**config.mk**
```make
export PLATFORM = sky130hd
export DESIGN_NAME = gfxcs_regs
export DESIGN_NICKNAME = d
export VERILOG_FILES = /design/src/logic/gfxcs_pkg.sv /design/src/logic/gfxcs_regs.sv /design/src/logic/gfxcs_target_gate.sv
export SDC_FILE = /design/constraint.sdc
export NUM_CORES = 1
export LEC_CHECK = 0
export BUFFER_PORTS_ARGS = -buffer_cell sky130_fd_sc_hd__buf_4
export CORE_MARGIN = 2
export CORE_UTILIZATION = 29
export DETAILED_ROUTE_END_ITERATION = 12
export HOLD_SLACK_MARGIN = 0.15
export PLACE_DENSITY = 0.83
export SETUP_SLACK_MARGIN = 0.2
export SLEW_MARGIN = 20
export SYNTH_ARGS = -nofsm -noshare
export SYNTH_HDL_FRONTEND = slang
export SYNTH_HIERARCHICAL = 1
export SYNTH_SLANG_ARGS = --single-unit
export TNS_END_PERCENT = 30
```
**constraint.sdc**
```tcl
create_clock -name core_clk_i -period 1.4 [get_ports core_clk_i]
set_input_delay 0.21 -clock core_clk_i [delete_from_list [all_inputs] [get_ports core_clk_i]]
set_output_delay 0.21 -clock core_clk_i [all_outputs]
set_load 0.01 [all_outputs]
```
**src/logic/gfxcs_pkg.sv**
```systemverilog
// Constants for the graphics function command and status registers.
package gfxcs_pkg;

  // Byte offsets of the two registers in configuration space.
  localparam logic [7:0] CMD_OFFSET = 8'h04;
  localparam logic [7:0] STS_OFFSET = 8'h06;
  // Byte that holds the capability list pointer, reported by the status.
  localparam logic [7:0] CAP_PTR_OFFSET = 8'h34;

  // Command field positions.
  localparam int CMD_IO_BIT = 0;
  localparam int CMD_MEM_BIT = 1;
  localparam int CMD_BM_BIT = 2;
  localparam int CMD_SPC_BIT = 3;
  localparam int CMD_MWI_BIT = 4;
  localparam int CMD_PAL_BIT = 5;
  localparam int CMD_PAR_BIT = 6;
  localparam int CMD_STEP_BIT = 7;
  localparam int CMD_SERR_BIT = 8;
  localparam int CMD_B2B_BIT = 9;
  localparam int CMD_RSVD_LO = 10;

  // Status field positions.
  localparam int STS_CAP_BIT = 4;
  localparam int STS_66_BIT = 5;
  localparam int STS_USER_FMT_BIT = 6;
  localparam int STS_B2B_BIT = 7;
  localparam int STS_PAR_SEEN_BIT = 8;
  localparam int STS_SEL_TIME_LO = 9;
  localparam int STS_STA_BIT = 11;
  localparam int STS_RTA_BIT = 12;
  localparam int STS_RMA_BIT = 13;
  localparam int STS_SERR_SENT_BIT = 14;
  localparam int STS_PAR_ERR_BIT = 15;

  // Reset and fixed values.
  localparam logic [15:0] CMD_RESET = 16'h0004;
  localparam logic [15:0] CMD_WRITE_MASK = 16'h0003;
  localparam logic [15:0] STS_VALUE = 16'h02B0;
  localparam logic [1:0] SEL_TIME_MEDIUM = 2'h1;

endpackage : gfxcs_pkg

```
**src/logic/gfxcs_regs.sv**
```systemverilog
// Command and status registers of the graphics function.
`timescale 1ns/1ps

// What this block does
// RL1 - Memory space accesses are claimed only while command bit 1 is set; it is writable and resets to 0.
// RL2 - I/O space accesses are claimed only while command bit 0 is set; it is writable and resets to 0.
// RL3 - Command bit 2 always reads 1 and bus mastering is always allowed.
// RL4 - Command bit 6 reads 0 and detected parity errors are ignored.
// RL5 - Command bit 4 reads 0 since memory write and invalidate is not supported.
// RL6 - Command bit 3 reads 0 and special cycles are ignored.
// RL7 - Command bit 5 reads 0 and palette writes are never snooped.
// RL8 - The command register resets to 0004h with bits 15:7 reading 0.
// RL9 - The status register is read-only and always reads 02B0h.
// RL10 - Status bits 10:9 read 01 for medium select timing.
// RL11 - Status bits 15 to 12 read 0.
// RL12 - The system error pin is never driven and status bit 11 reads 0.
// RL13 - Status bit 8 reads 0 as no parity checking is done.
// RL14 - Status bit 7 reads 1 since back-to-back target accesses are taken.
// RL15 - Status bit 5 reads 1 and status bit 6 reads 0.
// RL16 - Status bit 4 reads 1 to flag the capability pointer; bits 3:0 read 0.
// RL17 - Writes to read-only or reserved bits of either register do nothing.
module gfxcs_regs (
  input wire logic core_clk_i,         // 40 MHz clock
  input wire logic rst_b_i,            // Async reset, active low
  input wire logic [7:0] cfg_addr_i,   // Config byte address, bits 1:0 ignored
  input wire logic [3:0] cfg_be_i,     // Byte enables, active high
  input wire logic cfg_wr_i,           // Config write strobe
  input wire logic cfg_rd_i,           // Config read strobe
  input wire logic [31:0] cfg_wdata_i, // Config write data
  input wire logic mem_hit_i,          // Decoded memory space access
  input wire logic io_hit_i,           // Decoded I/O space access
  input wire logic parity_err_i,       // Parity error seen on the bus
  output logic [31:0] cfg_rdata_o,     // Config read data
  output logic cfg_rvalid_o,           // Read data valid, one cycle
  output logic mem_space_enable_o,     // Memory space enable bit
  output logic io_space_enable_o,      // I/O space enable bit
  output logic bus_master_allow_o,     // Bus mastering allowed
  output logic mem_claim_o,            // Memory access claimed
  output logic io_claim_o,             // I/O access claimed
  output logic serr_o,                 // System error pin output
  output logic serr_oe_b_o             // System error enable, active low
);

  logic cmd_hit;
  logic [15:0] next_command;
  logic [15:0] status_word;

  // Builds the command word from the two writable bits; all else is fixed.
  function automatic logic [15:0] command_word(input logic mem_en,
                                               input logic io_en);
    logic [15:0] w;
    w = gfxcs_pkg::CMD_RESET; // [RL4] [RL5] [RL6] [RL7] [RL8]
    w[gfxcs_pkg::CMD_MEM_BIT] = mem_en;
    w[gfxcs_pkg::CMD_IO_BIT] = io_en;
    return w;
  endfunction : command_word

  // Both registers share one dword; status occupies the upper half.
  assign cmd_hit = (cfg_addr_i[7:2] == gfxcs_pkg::CMD_OFFSET[7:2]);
  assign next_command = command_word(mem_space_enable_o, io_space_enable_o);

  // Status is wiring only, so no bus event can ever raise one of its flags.
  always_comb begin // [RL9]
    status_word = 16'h0000; // [RL11] [RL12] [RL13] [RL15]
    status_word[gfxcs_pkg::STS_SEL_TIME_LO +: 2] =
      gfxcs_pkg::SEL_TIME_MEDIUM; // [RL10]
    status_word[gfxcs_pkg::STS_B2B_BIT] = 1'b1; // [RL14]
    status_word[gfxcs_pkg::STS_66_BIT] = 1'b1; // [RL15]
    status_word[gfxcs_pkg::STS_CAP_BIT] = 1'b1; // [RL16]
  end

  // Only bits 1:0 take write data; byte 1 and the status half drop it.
  always_ff @(posedge core_clk_i or negedge rst_b_i) begin
    if (!rst_b_i) begin
      mem_space_enable_o <= gfxcs_pkg::CMD_RESET[gfxcs_pkg::CMD_MEM_BIT];
      io_space_enable_o <= gfxcs_pkg::CMD_RESET[gfxcs_pkg::CMD_IO_BIT];
    end else if (cfg_wr_i && cmd_hit && cfg_be_i[0]) begin // [RL17]
      mem_space_enable_o <= cfg_wdata_i[gfxcs_pkg::CMD_MEM_BIT]; // [RL1]
      io_space_enable_o <= cfg_wdata_i[gfxcs_pkg::CMD_IO_BIT]; // [RL2]
    end
  end

  // Read answer one cycle after the strobe; other dwords read as zero.
  always_ff @(posedge core_clk_i or negedge rst_b_i) begin
    if (!rst_b_i) begin
      cfg_rdata_o <= 32'h0000_0000;
      cfg_rvalid_o <= 1'b0;
    end else begin
      cfg_rvalid_o <= cfg_rd_i;
      if (cfg_rd_i && cmd_hit) begin
        cfg_rdata_o <= {status_word, next_command}; // [RL8]
      end else begin
        cfg_rdata_o <= 32'h0000_0000;
      end
    end
  end

  // Bus mastering is permanently on and the error pin is never driven.
  always_ff @(posedge core_clk_i or negedge rst_b_i) begin
    if (!rst_b_i) begin
      bus_master_allow_o <= 1'b1;
      serr_o <= 1'b0;
      serr_oe_b_o <= 1'b1;
    end else begin
      bus_master_allow_o <= 1'b1; // [RL3]
      serr_o <= 1'b0;
      serr_oe_b_o <= 1'b1; // [RL12]
    end
  end

  // Claims register the gated hit so both spaces share one latency.
  gfxcs_target_gate u_mem_gate (
    .core_clk_i(core_clk_i),
    .rst_b_i(rst_b_i),
    .enable_i(mem_space_enable_o), // [RL1]
    .hit_i(mem_hit_i),
    .claim_o(mem_claim_o)
  );

  gfxcs_target_gate u_io_gate (
    .core_clk_i(core_clk_i),
    .rst_b_i(rst_b_i),
    .enable_i(io_space_enable_o), // [RL2]
    .hit_i(io_hit_i),
    .claim_o(io_claim_o)
  );
endmodule : gfxcs_regs

```
**src/logic/gfxcs_target_gate.sv**
```systemverilog
// Registered claim gate for one address space of the target.
`timescale 1ns/1ps

module gfxcs_target_gate (
  input wire logic core_clk_i, // 40 MHz clock
  input wire logic rst_b_i,    // Async reset, active low
  input wire logic enable_i,   // Space enable from the command register
  input wire logic hit_i,      // Decoded access to this space
  output logic claim_o         // Target claims the access
);

  // A disabled space never claims, so a stale hit cannot leak through.
  always_ff @(posedge core_clk_i or negedge rst_b_i) begin
    if (!rst_b_i) begin
      claim_o <= 1'b0;
    end else begin
      claim_o <= hit_i & enable_i;
    end
  end

endmodule : gfxcs_target_gate

```
==> Word level (Yosys, flattened, before mapping) <==
Cells that the tools add are included.
W data, S select, Z words.
{ "classes": {"bitwise": 2, "eq_ne": 1, "div": 0, "mul": 0, "n_lt_le_gt_ge": 0, "add_sub_neg": 0, "shifts": 0, "reduce_logical": 3, "muxes": 1} }
{ "op_table": {"columns": ["cell", "count"], "rows": [
  ["$mux W26", 1],
  ["$eq A6 B1 Y1 const B", 1],
  ["$logic_and A1 B1 Y1", 3],
  ["$and A1 B1 Y1", 2]
]} }
{ "totals": {"mem_bits_rw": 0, "latch_bits": 0, "mem_count": 0, "mem_bits_ro": 0, "regBits": 37} }

==> Depth between registers and ports, before layout <==
Gate-level depths: netlist of run 1.
{ "depth": {"word_depth": 3, "ltp_mapped": 3} }

==> By module <==
The synthesis of run 1 kept the hierarchy.
{ "modules_own_cells": {"columns": ["module", "cells_per_inst", "area_per_inst_um2", "instances", "seq_area_each_um2"], "rows": [
  ["gfxcs_regs", 49, 476.7, 1, 150.1],
  ["gfxcs_target_gate", 2, 31.3, 2, 25.0]
]} }

==> Least setup slack after synthesis of run 1 <==
OpenSTA, ideal clock, no wires.
{ "synth_timing": {"kind": "input port to flip-flop", "start": "input port cfg_addr_i[7]", "end": "register io_space_enable_o", "cell_stages": 3, "arrival_time_ns": 1.546, "path_slack_ns": -0.271, "cell_sequence": "or4b_1 > or4_4 > mux2_4"} }
{ "synth_between": {"elab_chain_cells": 3} }
{ "synth_rtl": {"columns": ["element", "line", "text"], "rows": [
  ["from (decl)", "gfxcs_regs.sv:25", "input wire logic [7:0] cfg_addr_i,"],
  ["$eq A6 B1 Y1", "gfxcs_regs.sv:59", "assign cmd_hit = (cfg_addr_i[7:2] == gfxcs_pkg::CMD_OFFSET[7:2]);"],
  ["$logic_and A1 B1 Y1 (2 in series)", "gfxcs_regs.sv:77", "end else if (cfg_wr_i && cmd_hit && cfg_be_i[0]) begin"],
  ["to (signal assigned)", "gfxcs_regs.sv:76", "io_space_enable_o <= gfxcs_pkg::CMD_RESET[gfxcs_pkg::CMD_IO_BIT];"],
  ["to (signal assigned)", "gfxcs_regs.sv:79", "io_space_enable_o <= cfg_wdata_i[gfxcs_pkg::CMD_IO_BIT];"],
  ["to (decl)", "gfxcs_regs.sv:36", "output logic io_space_enable_o,"]
]} }
Every way passes these cells.
A chain may end at the register's enable or synchronous reset.

==> Worst setup path after layout of run 1 <==
{ "layout_timing": {"start": "input port cfg_addr_i[3]", "end": "register mem_space_enable_o"} }
{ "layout_between": {"elab_chain_cells": 3} }
{ "layout_rtl": {"columns": ["element", "line", "text"], "rows": [
  ["$eq A6 B1 Y1", "gfxcs_regs.sv:59", null],
  ["$logic_and A1 B1 Y1 (2 in series)", "gfxcs_regs.sv:77", null],
  ["to (signal assigned)", "gfxcs_regs.sv:75", "mem_space_enable_o <= gfxcs_pkg::CMD_RESET[gfxcs_pkg::CMD_MEM_BIT];"],
  ["to (signal assigned)", "gfxcs_regs.sv:78", "mem_space_enable_o <= cfg_wdata_i[gfxcs_pkg::CMD_MEM_BIT];"],
  ["to (decl)", "gfxcs_regs.sv:35", "output logic mem_space_enable_o,"]
]} }
Every way passes these cells.

==> summary.txt, run 1 <==
Status
  • Status: finished, violations left
  • Failing checks: negative setup slack

Clock tree
  • Bufs on Longest Clock Path: 2
  • CTS Buf Count: 3
  • Post-CTS Setup Inserts: 0
  • Clk_lat worst skew: 0.25 ns
  • Clock Pin Slew Worst Setup and Hold Paths: 0.05 ns
  • Root buf cell: clkbuf_4
  • CTS H-Tree Depth: 1
  • CTS tree: yes
  • TritonCTS Sinks: 8

Setup path
  • Worst-path cell chain: buf_6, or4b_4, or4_4, mux2_4
  • Crit Path Category: input pin to flip-flop
  • Startpoint types: input pin
  • Slowest stage delay, CP: 0.52 ns
  • Critical Path End Type: flip-flop
  • CP arrival: 1.58 ns
  • CP max FO: 2
  • Worst-path cell with the longest stage delay: or4b_4
  • Worst Path Required: 1.53 ns

Synth
  • Area leader, netlist: buf_4
  • Post-Syn Area: 539 um2
  • Mean Syn Cell Area: 10.2 um2
  • Sequential area share after synthesis: 0.371
  • Yosys reg bits: 8
  • Synth cell types: 10
  • Dominant cells by area after synthesis: buf_4, dfrtp_1, mux2_4, and2_1, and3_1
  • Share of the synthesized area in the top cell type: 0.445
  • Post-Syn Instances: 53
  • Warnings, synthesis: 6

Floorplan
  • Die width: 47.1 um
  • Core Area: 0.00175 mm2
  • # IOs: 91
  • Vert. Die Dim: 47.1 um
  • Standard-cell row count: 15
  • Initial Util: 0.309
  • DIE AREA: 0.00222 mm2

Placed design
  • Dpl hpwl: 790 um
  • GP Congestion: 0.659
  • I/O Buffers: 26

Global routing
  • Gr usage total: 0.0755
  • Initial antenna violation count: 0
  • First-pass GRT wire length: 1100 um
  • Largest net degree at the start of global routing: 9
  • Vias in the first global route: 281
  • GR Overflow Total: 0

Timing
  • Setup WS post-layout: -0.0418 ns
  • Crit share post-route: 1.03
  • Max Clk Rate: 0.694 GHz
  • Max-slew violations: 0
  • Fin crit period: 1.44 ns
  • Final setup fails: 2
  • Final clock skew: 0.00126 ns
  • Fin. Hold Viols: 0
  • Unrepaired setup endpoints after global routing: yes
  • Fin Hold WS: 0.175 ns

Pwr
  • P per Cell Area: 777 mW/mm2
  • Switching Power: 137 uW
  • Pleak: 0.000404 uW
  • Sw frac: 0.260
  • Combinational power share: 0.205
  • Peak VDD IR: 0.279 mV
  • Clock network fraction of total power: 0.326
  • Sequential power share: 0.469
  • Internal power: 389 uW

Drt
  • Final antenna-violating net count: 0
  • Met3 routed WL: 140 um
  • WL met2: 471 um
  • Vias: 340
  • Wire per inst: 8.58 um
  • Drt first pass iters: 2
  • Top sig layer: met3
  • DRT iter0 DRCs: 1
  • Vias per std cell: 3.30
  • DRC: 0
  • WL met1: 272 um
  • Post-Route WL: 884 um

Hold path
  • Worst min path class: input pin to flip-flop

Layout
  • Filler cell count: 179
  • Area grow syn2layout: 25.5%
  • # diodes: 0
  • Ratio of cells with drive above 1 in the final layout: 0.423
  • Fin util: 0.388
  • Nets: 131

Run
  • Max_cap viols: 0
[state kept, by name, indices dropped and copies added, names as in the netlist]
name	flops
u_io_gate/claim_o	1
cfg_rdata_o	3
mem_space_enable_o	1
cfg_rvalid_o	1
u_mem_gate/claim_o	1
io_space_enable_o	1
[Yosys cell counts]
| library cell | count |
|---|---|
| conb_1 | 2 |
| or4b_1 | 1 |
| dfrtp_1 | 8 |
| nor3_1 | 1 |
| and3_1 | 2 |
| and2_1 | 3 |
| nand2_1 | 1 |
| buf_4 | 32 |
| or4_4 | 1 |
| mux2_4 | 2 |
[stage by stage]
step           cell area (um2)  TNS [ns]  cells  worst slack [ns]  total power (uW)
3_5_place_dp               623    -0.800     98            -0.402               351
2_1_floorplan              637    -0.542     79            -0.271               357
5_1_grt                    677    -0.102    103           -0.0516               557
3_3_place_gp               623    -0.771     98            -0.386               347
4_1_cts                    677   -0.0675    103           -0.0356               531
6_report                   677   -0.0812    103           -0.0418               526
[metal layers]
layer  vias to the layer above  GRT usage
met4                         0     0.0333
met5                         -          0
met1                       148     0.0726
met3                         0     0.0385
met2                        35      0.134
li1                        157          -
[cell type report]
class	count	area [um2]	area share
clock buffer	3	22.5	0.0333
multi-input combinational	39	200	0.296
timing repair buffer	28	223	0.329
sequential	8	200	0.296
tap	25	31.3	0.0462
[what timing repair did]
item	CTS	global route
hold buffers	2	0
endpoints found under the setup margin	2	2
resized for setup	3	0
hold endpoints to repair	9	0
pin swaps	2	0
[power by group through the flow]
stage / Combinational (uW) / Clock (uW) / Sequential, uW
2_1_floorplan: 103 / 0 / 254
3_3_place_gp: 97.0 / 0 / 250
3_5_place_dp: 99.9 / 0 / 251
4_1_cts: 107 / 177 / 247
5_1_grt: 119 / 191 / 248
6_report: 108 / 171 / 247
[kinds of logic (layout without fill, tap and decap cells)]
kind of cell,after synthesis,in the layout,synth area share
buffers and inverters,32,31,0.445
muxes,2,2,0.0557
DFF,8,8,0.371
other,2,28,0.0139
and+or+nand+nor,9,9,0.114
[path summary, 6_finish.rpt]
| kind | cells past startpoint | startpoint | slack, ns | endpoint |
|---|---|---|---|---|
| worst max-delay path | 4 | cfg_addr_i[3] | -0.04 | mem_space_enable_o$_DFFE_PN0P_ |
| worst min-delay path | 2 | io_hit_i | 0.18 | u_io_gate/claim_o$_DFF_PN0_ |
| worst max register to register | 1 | mem_space_enable_o$_DFFE_PN0P_ | 0.62 | mem_space_enable_o$_DFFE_PN0P_ |
| worst min register to register | 1 | io_space_enable_o$_DFFE_PN0P_ | 0.55 | u_io_gate/claim_o$_DFF_PN0_ |
| max in group asynchronous | 2 | rst_b_i | 0.97 | cfg_rdata_o[23]$_DFF_PN0_ |
| min in group asynchronous | 2 | rst_b_i | 0.31 | u_io_gate/claim_o$_DFF_PN0_ |
[layout by cell type (no fill, tap or decap), drive strengths merged]
| cell type | n |
|---|---|
| and2 | 3 |
| and3 | 2 |
| buf | 26 |
| clkbuf | 3 |
| conb | 28 |
| dfrtp | 8 |
| dlygate4sd3 | 2 |
| mux2 | 2 |
| nand2 | 1 |
| nor3 | 1 |
| or4 | 1 |
| or4b | 1 |
[worst max-delay path, delay by kind of cell]
family | cells | cell delay (ns)
muxes | 1 | 0.31
and+or+nand+nor | 2 | 0.97
buffers and inverters | 1 | 0.09
Note: power is estimated with default switching activity, not from simulation.
==> run 2, diff against run 1 <==
Clock period 1.4 ns to 1.8 ns, I/O delays scaled along.
==> run 2 against run 1 <==
  * The run now ends clean
  * Clock-buffer cell count stayed put
  * Combinational power fell by 23%
  * Wire length down 8.1%
  * Sequential power decreased by 22%
  * Largest cell class unchanged
  * Largest power group unchanged
  * Highest routed layer is now met4
==> summary.txt, run 2 (synthesized netlist as in run 1, its figures left out) <==
Floorplan
  • Initial Util: 0.309 (unchanged)
  • # IOs: 91 (unchanged)
  • Vert. Die Dim: 47.1 um (unchanged)
  • Die width: 47.1 um (unchanged)
  • DIE AREA: 0.00222 mm2 (unchanged)
  • Standard-cell row count: 15 (unchanged)
  • Core Area: 0.00175 mm2 (unchanged)

Drt
  • Drt first pass iters: 2 (unchanged)
  • DRT iter0 DRCs: 1 (unchanged)
  • Final antenna-violating net count: 0 (unchanged)
  • Post-Route WL: 812 um (-8.1%)
  • Wire per inst: 7.88 um (-8.1%)
  • WL met1: 222 um (-18%)
  • Met3 routed WL: 133 um (-5.0%)
  • Top sig layer: met4
  • Vias: 350 (+2.9%)
  • Vias per std cell: 3.40 (+2.9%)
  • DRC: 0 (unchanged)
  • WL met2: 442 um (-6.2%)

Hold path
  • Worst min path class: input pin to flip-flop
  • Hold path endpoint: u_mem_gate/claim_o$_DFF_PN0_
  • Hold Crit Start: mem_hit_i
  • Worst Hold Depth: 2 (unchanged)

Clock tree
  • CTS H-Tree Depth: 1 (unchanged)
  • Clk_lat worst skew: 0.25 ns (about the same)
  • Clock Pin Slew Worst Setup and Hold Paths: 0.05 ns (about the same)
  • TritonCTS Sinks: 8 (unchanged)
  • CTS Buf Count: 3 (unchanged)
  • CTS tree: yes
  • Root buf cell: clkbuf_4
  • Bufs on Longest Clock Path: 2 (unchanged)
  • Post-CTS Setup Inserts: 0 (unchanged)

Pwr
  • Peak VDD IR: 0.143 mV (-49%)
  • Pleak: 0.000403 uW (-0.33%)
  • P per Cell Area: 600 mW/mm2 (-23%)

Timing
  • Setup WS post-layout: 0.194 ns (+0.236 ns)
  • Unrepaired setup endpoints after global routing: yes
  • Max-slew violations: 0 (unchanged)
  • Max Clk Rate: 0.623 GHz
  • Final setup fails: 0 (-2)
  • Fin crit period: 1.61 ns
  • Crit share post-route: 0.892
  • Final clock skew: 0.00738 ns (+0.00612 ns)
  • Fin Hold WS: 0.237 ns (+0.0617 ns)
  • Fin. Hold Viols: 0 (unchanged)

Placed design
  • Dpl hpwl: 700 um (-11%)
  • DP Worst Slack: -0.0605 ns (+0.341 ns)
  • GP Congestion: 0.634 (-3.8%)
  • I/O Buffers: 26 (unchanged)
  • Placed cells: 98 (unchanged)
  • Post-DP Area: 623 um2 (unchanged)

Layout
  • Biggest register: cfg_rdata_o
  • Area grow syn2layout: 24.8%
  • Largest register FFs: 3 (unchanged)
  • Register Area: 200 um2 (unchanged)
  • Ratio of cells with drive above 1 in the final layout: 0.423 (unchanged)
  • Filler cell count: 184 (+2.8%)
  • Final Instance Count excl. Fillers: 103 (unchanged)
  • Nets: 131 (unchanged)
  • Commonest non-fill, non-tap cell in the layout: conb_1
  • Final instance area: 673 um2 (-0.55%)
  • Commonest non-fill, non-tap cells in the layout: conb_1, buf_4, dfrtp_1
  • # diodes: 0 (unchanged)
  • Area of the multi-input gates: 200 um2 (unchanged)

Global routing
  • Largest net degree at the start of global routing: 9 (unchanged)
  • First-pass GRT wire length: 1050 um (-5.1%)
  • Gr usage total: 0.0708 (-0.00472)
  • Vias in the first global route: 287 (+2.1%)
  • GR Overflow Total: 0 (unchanged)
  • Initial antenna violation count: 0 (unchanged)

Run
  • Max_cap viols: 0 (unchanged)

Setup path
  • CP max FO: 2 (unchanged)
  • Worst Path Required: 1.94 ns (+0.41 ns)
  • RR Endpoint: mem_space_enable_o$_DFFE_PN0P_
  • Reg2Reg Depth: 1 (unchanged)
  • Startpoint types: input pin
  • Critical Path End Type: flip-flop
  • Reg-to-reg setup timing slack: 1.02 ns (+0.40 ns)
  • R2R Path Start: mem_space_enable_o$_DFFE_PN0P_
  • Crit Path Category: input pin to flip-flop
  • CP arrival: 1.74 ns (+0.16 ns)

Status
  • Status: complete, no violations
==> run 2: cell count changes in the layout (fill, tap and decap cells not counted) <==
cell,previous run,this run
buf_4,24,25
buf_6,2,1
==> run 2: worst max path at each step <==
stage | slack, ns | endpoint | startpoint
after floorplan | 0.07 | io_space_enable_o$_DFFE_PN0P_ | cfg_addr_i[7]
after global placement | -0.05 | mem_space_enable_o$_DFFE_PN0P_ | cfg_addr_i[7]
after detailed placement | -0.06 | mem_space_enable_o$_DFFE_PN0P_ | cfg_addr_i[7]
after CTS | 0.21 | mem_space_enable_o$_DFFE_PN0P_ | cfg_addr_i[7]
after global routing | 0.18 | mem_space_enable_o$_DFFE_PN0P_ | cfg_addr_i[3]
final | 0.19 | io_space_enable_o$_DFFE_PN0P_ | cfg_addr_i[3]
==> run 2: routing by layer <==
| metal | track usage | vias up |
|---|---|---|
| met4 | 0.0667 | 0 |
| met5 | 0 | - |
| met3 | 0.0192 | 2 |
| met2 | 0.137 | 37 |
| li1 | - | 157 |
| met1 | 0.0539 | 154 |
==> run 2: worst max-delay path, cell delays in order <==
cell	delay [ns]
buf_6	0.09
or4b_4	0.52
or4_4	0.55
mux2_4	0.31
==> run 2: layout make-up <==
type                            count  share of cell area
Timing Repair Buffer               28               0.325
Sequential cell                     8               0.297
Multi-Input combinational cell     39               0.297
Tap cell                           25              0.0465
Clock buffer                        3              0.0335
==> run 2: what timing repair did <==
| item | in CTS | in global routing |
|---|---|---|
| gates resized for setup | 0 | 2 |
| hold buffers | 2 | 0 |
| setup endpoints to repair | 0 | 2 |
| endpoints found under the hold margin | 9 | 0 |
==> run 2: stage by stage <==
step	power (uW)	utilization	setup TNS [ns]
after floorplan	277	-	0
after global placement	270	0.357	-0.101
after detailed placement	272	0.357	-0.120
after CTS	408	0.381	0
after global routing	426	0.386	0
final	404	0.386	0
==> run 2: report_power, final <==
group          internal [uW]  switching, uW
registers                187           4.54
clock network           75.8           53.6
logic                   38.8           44.0
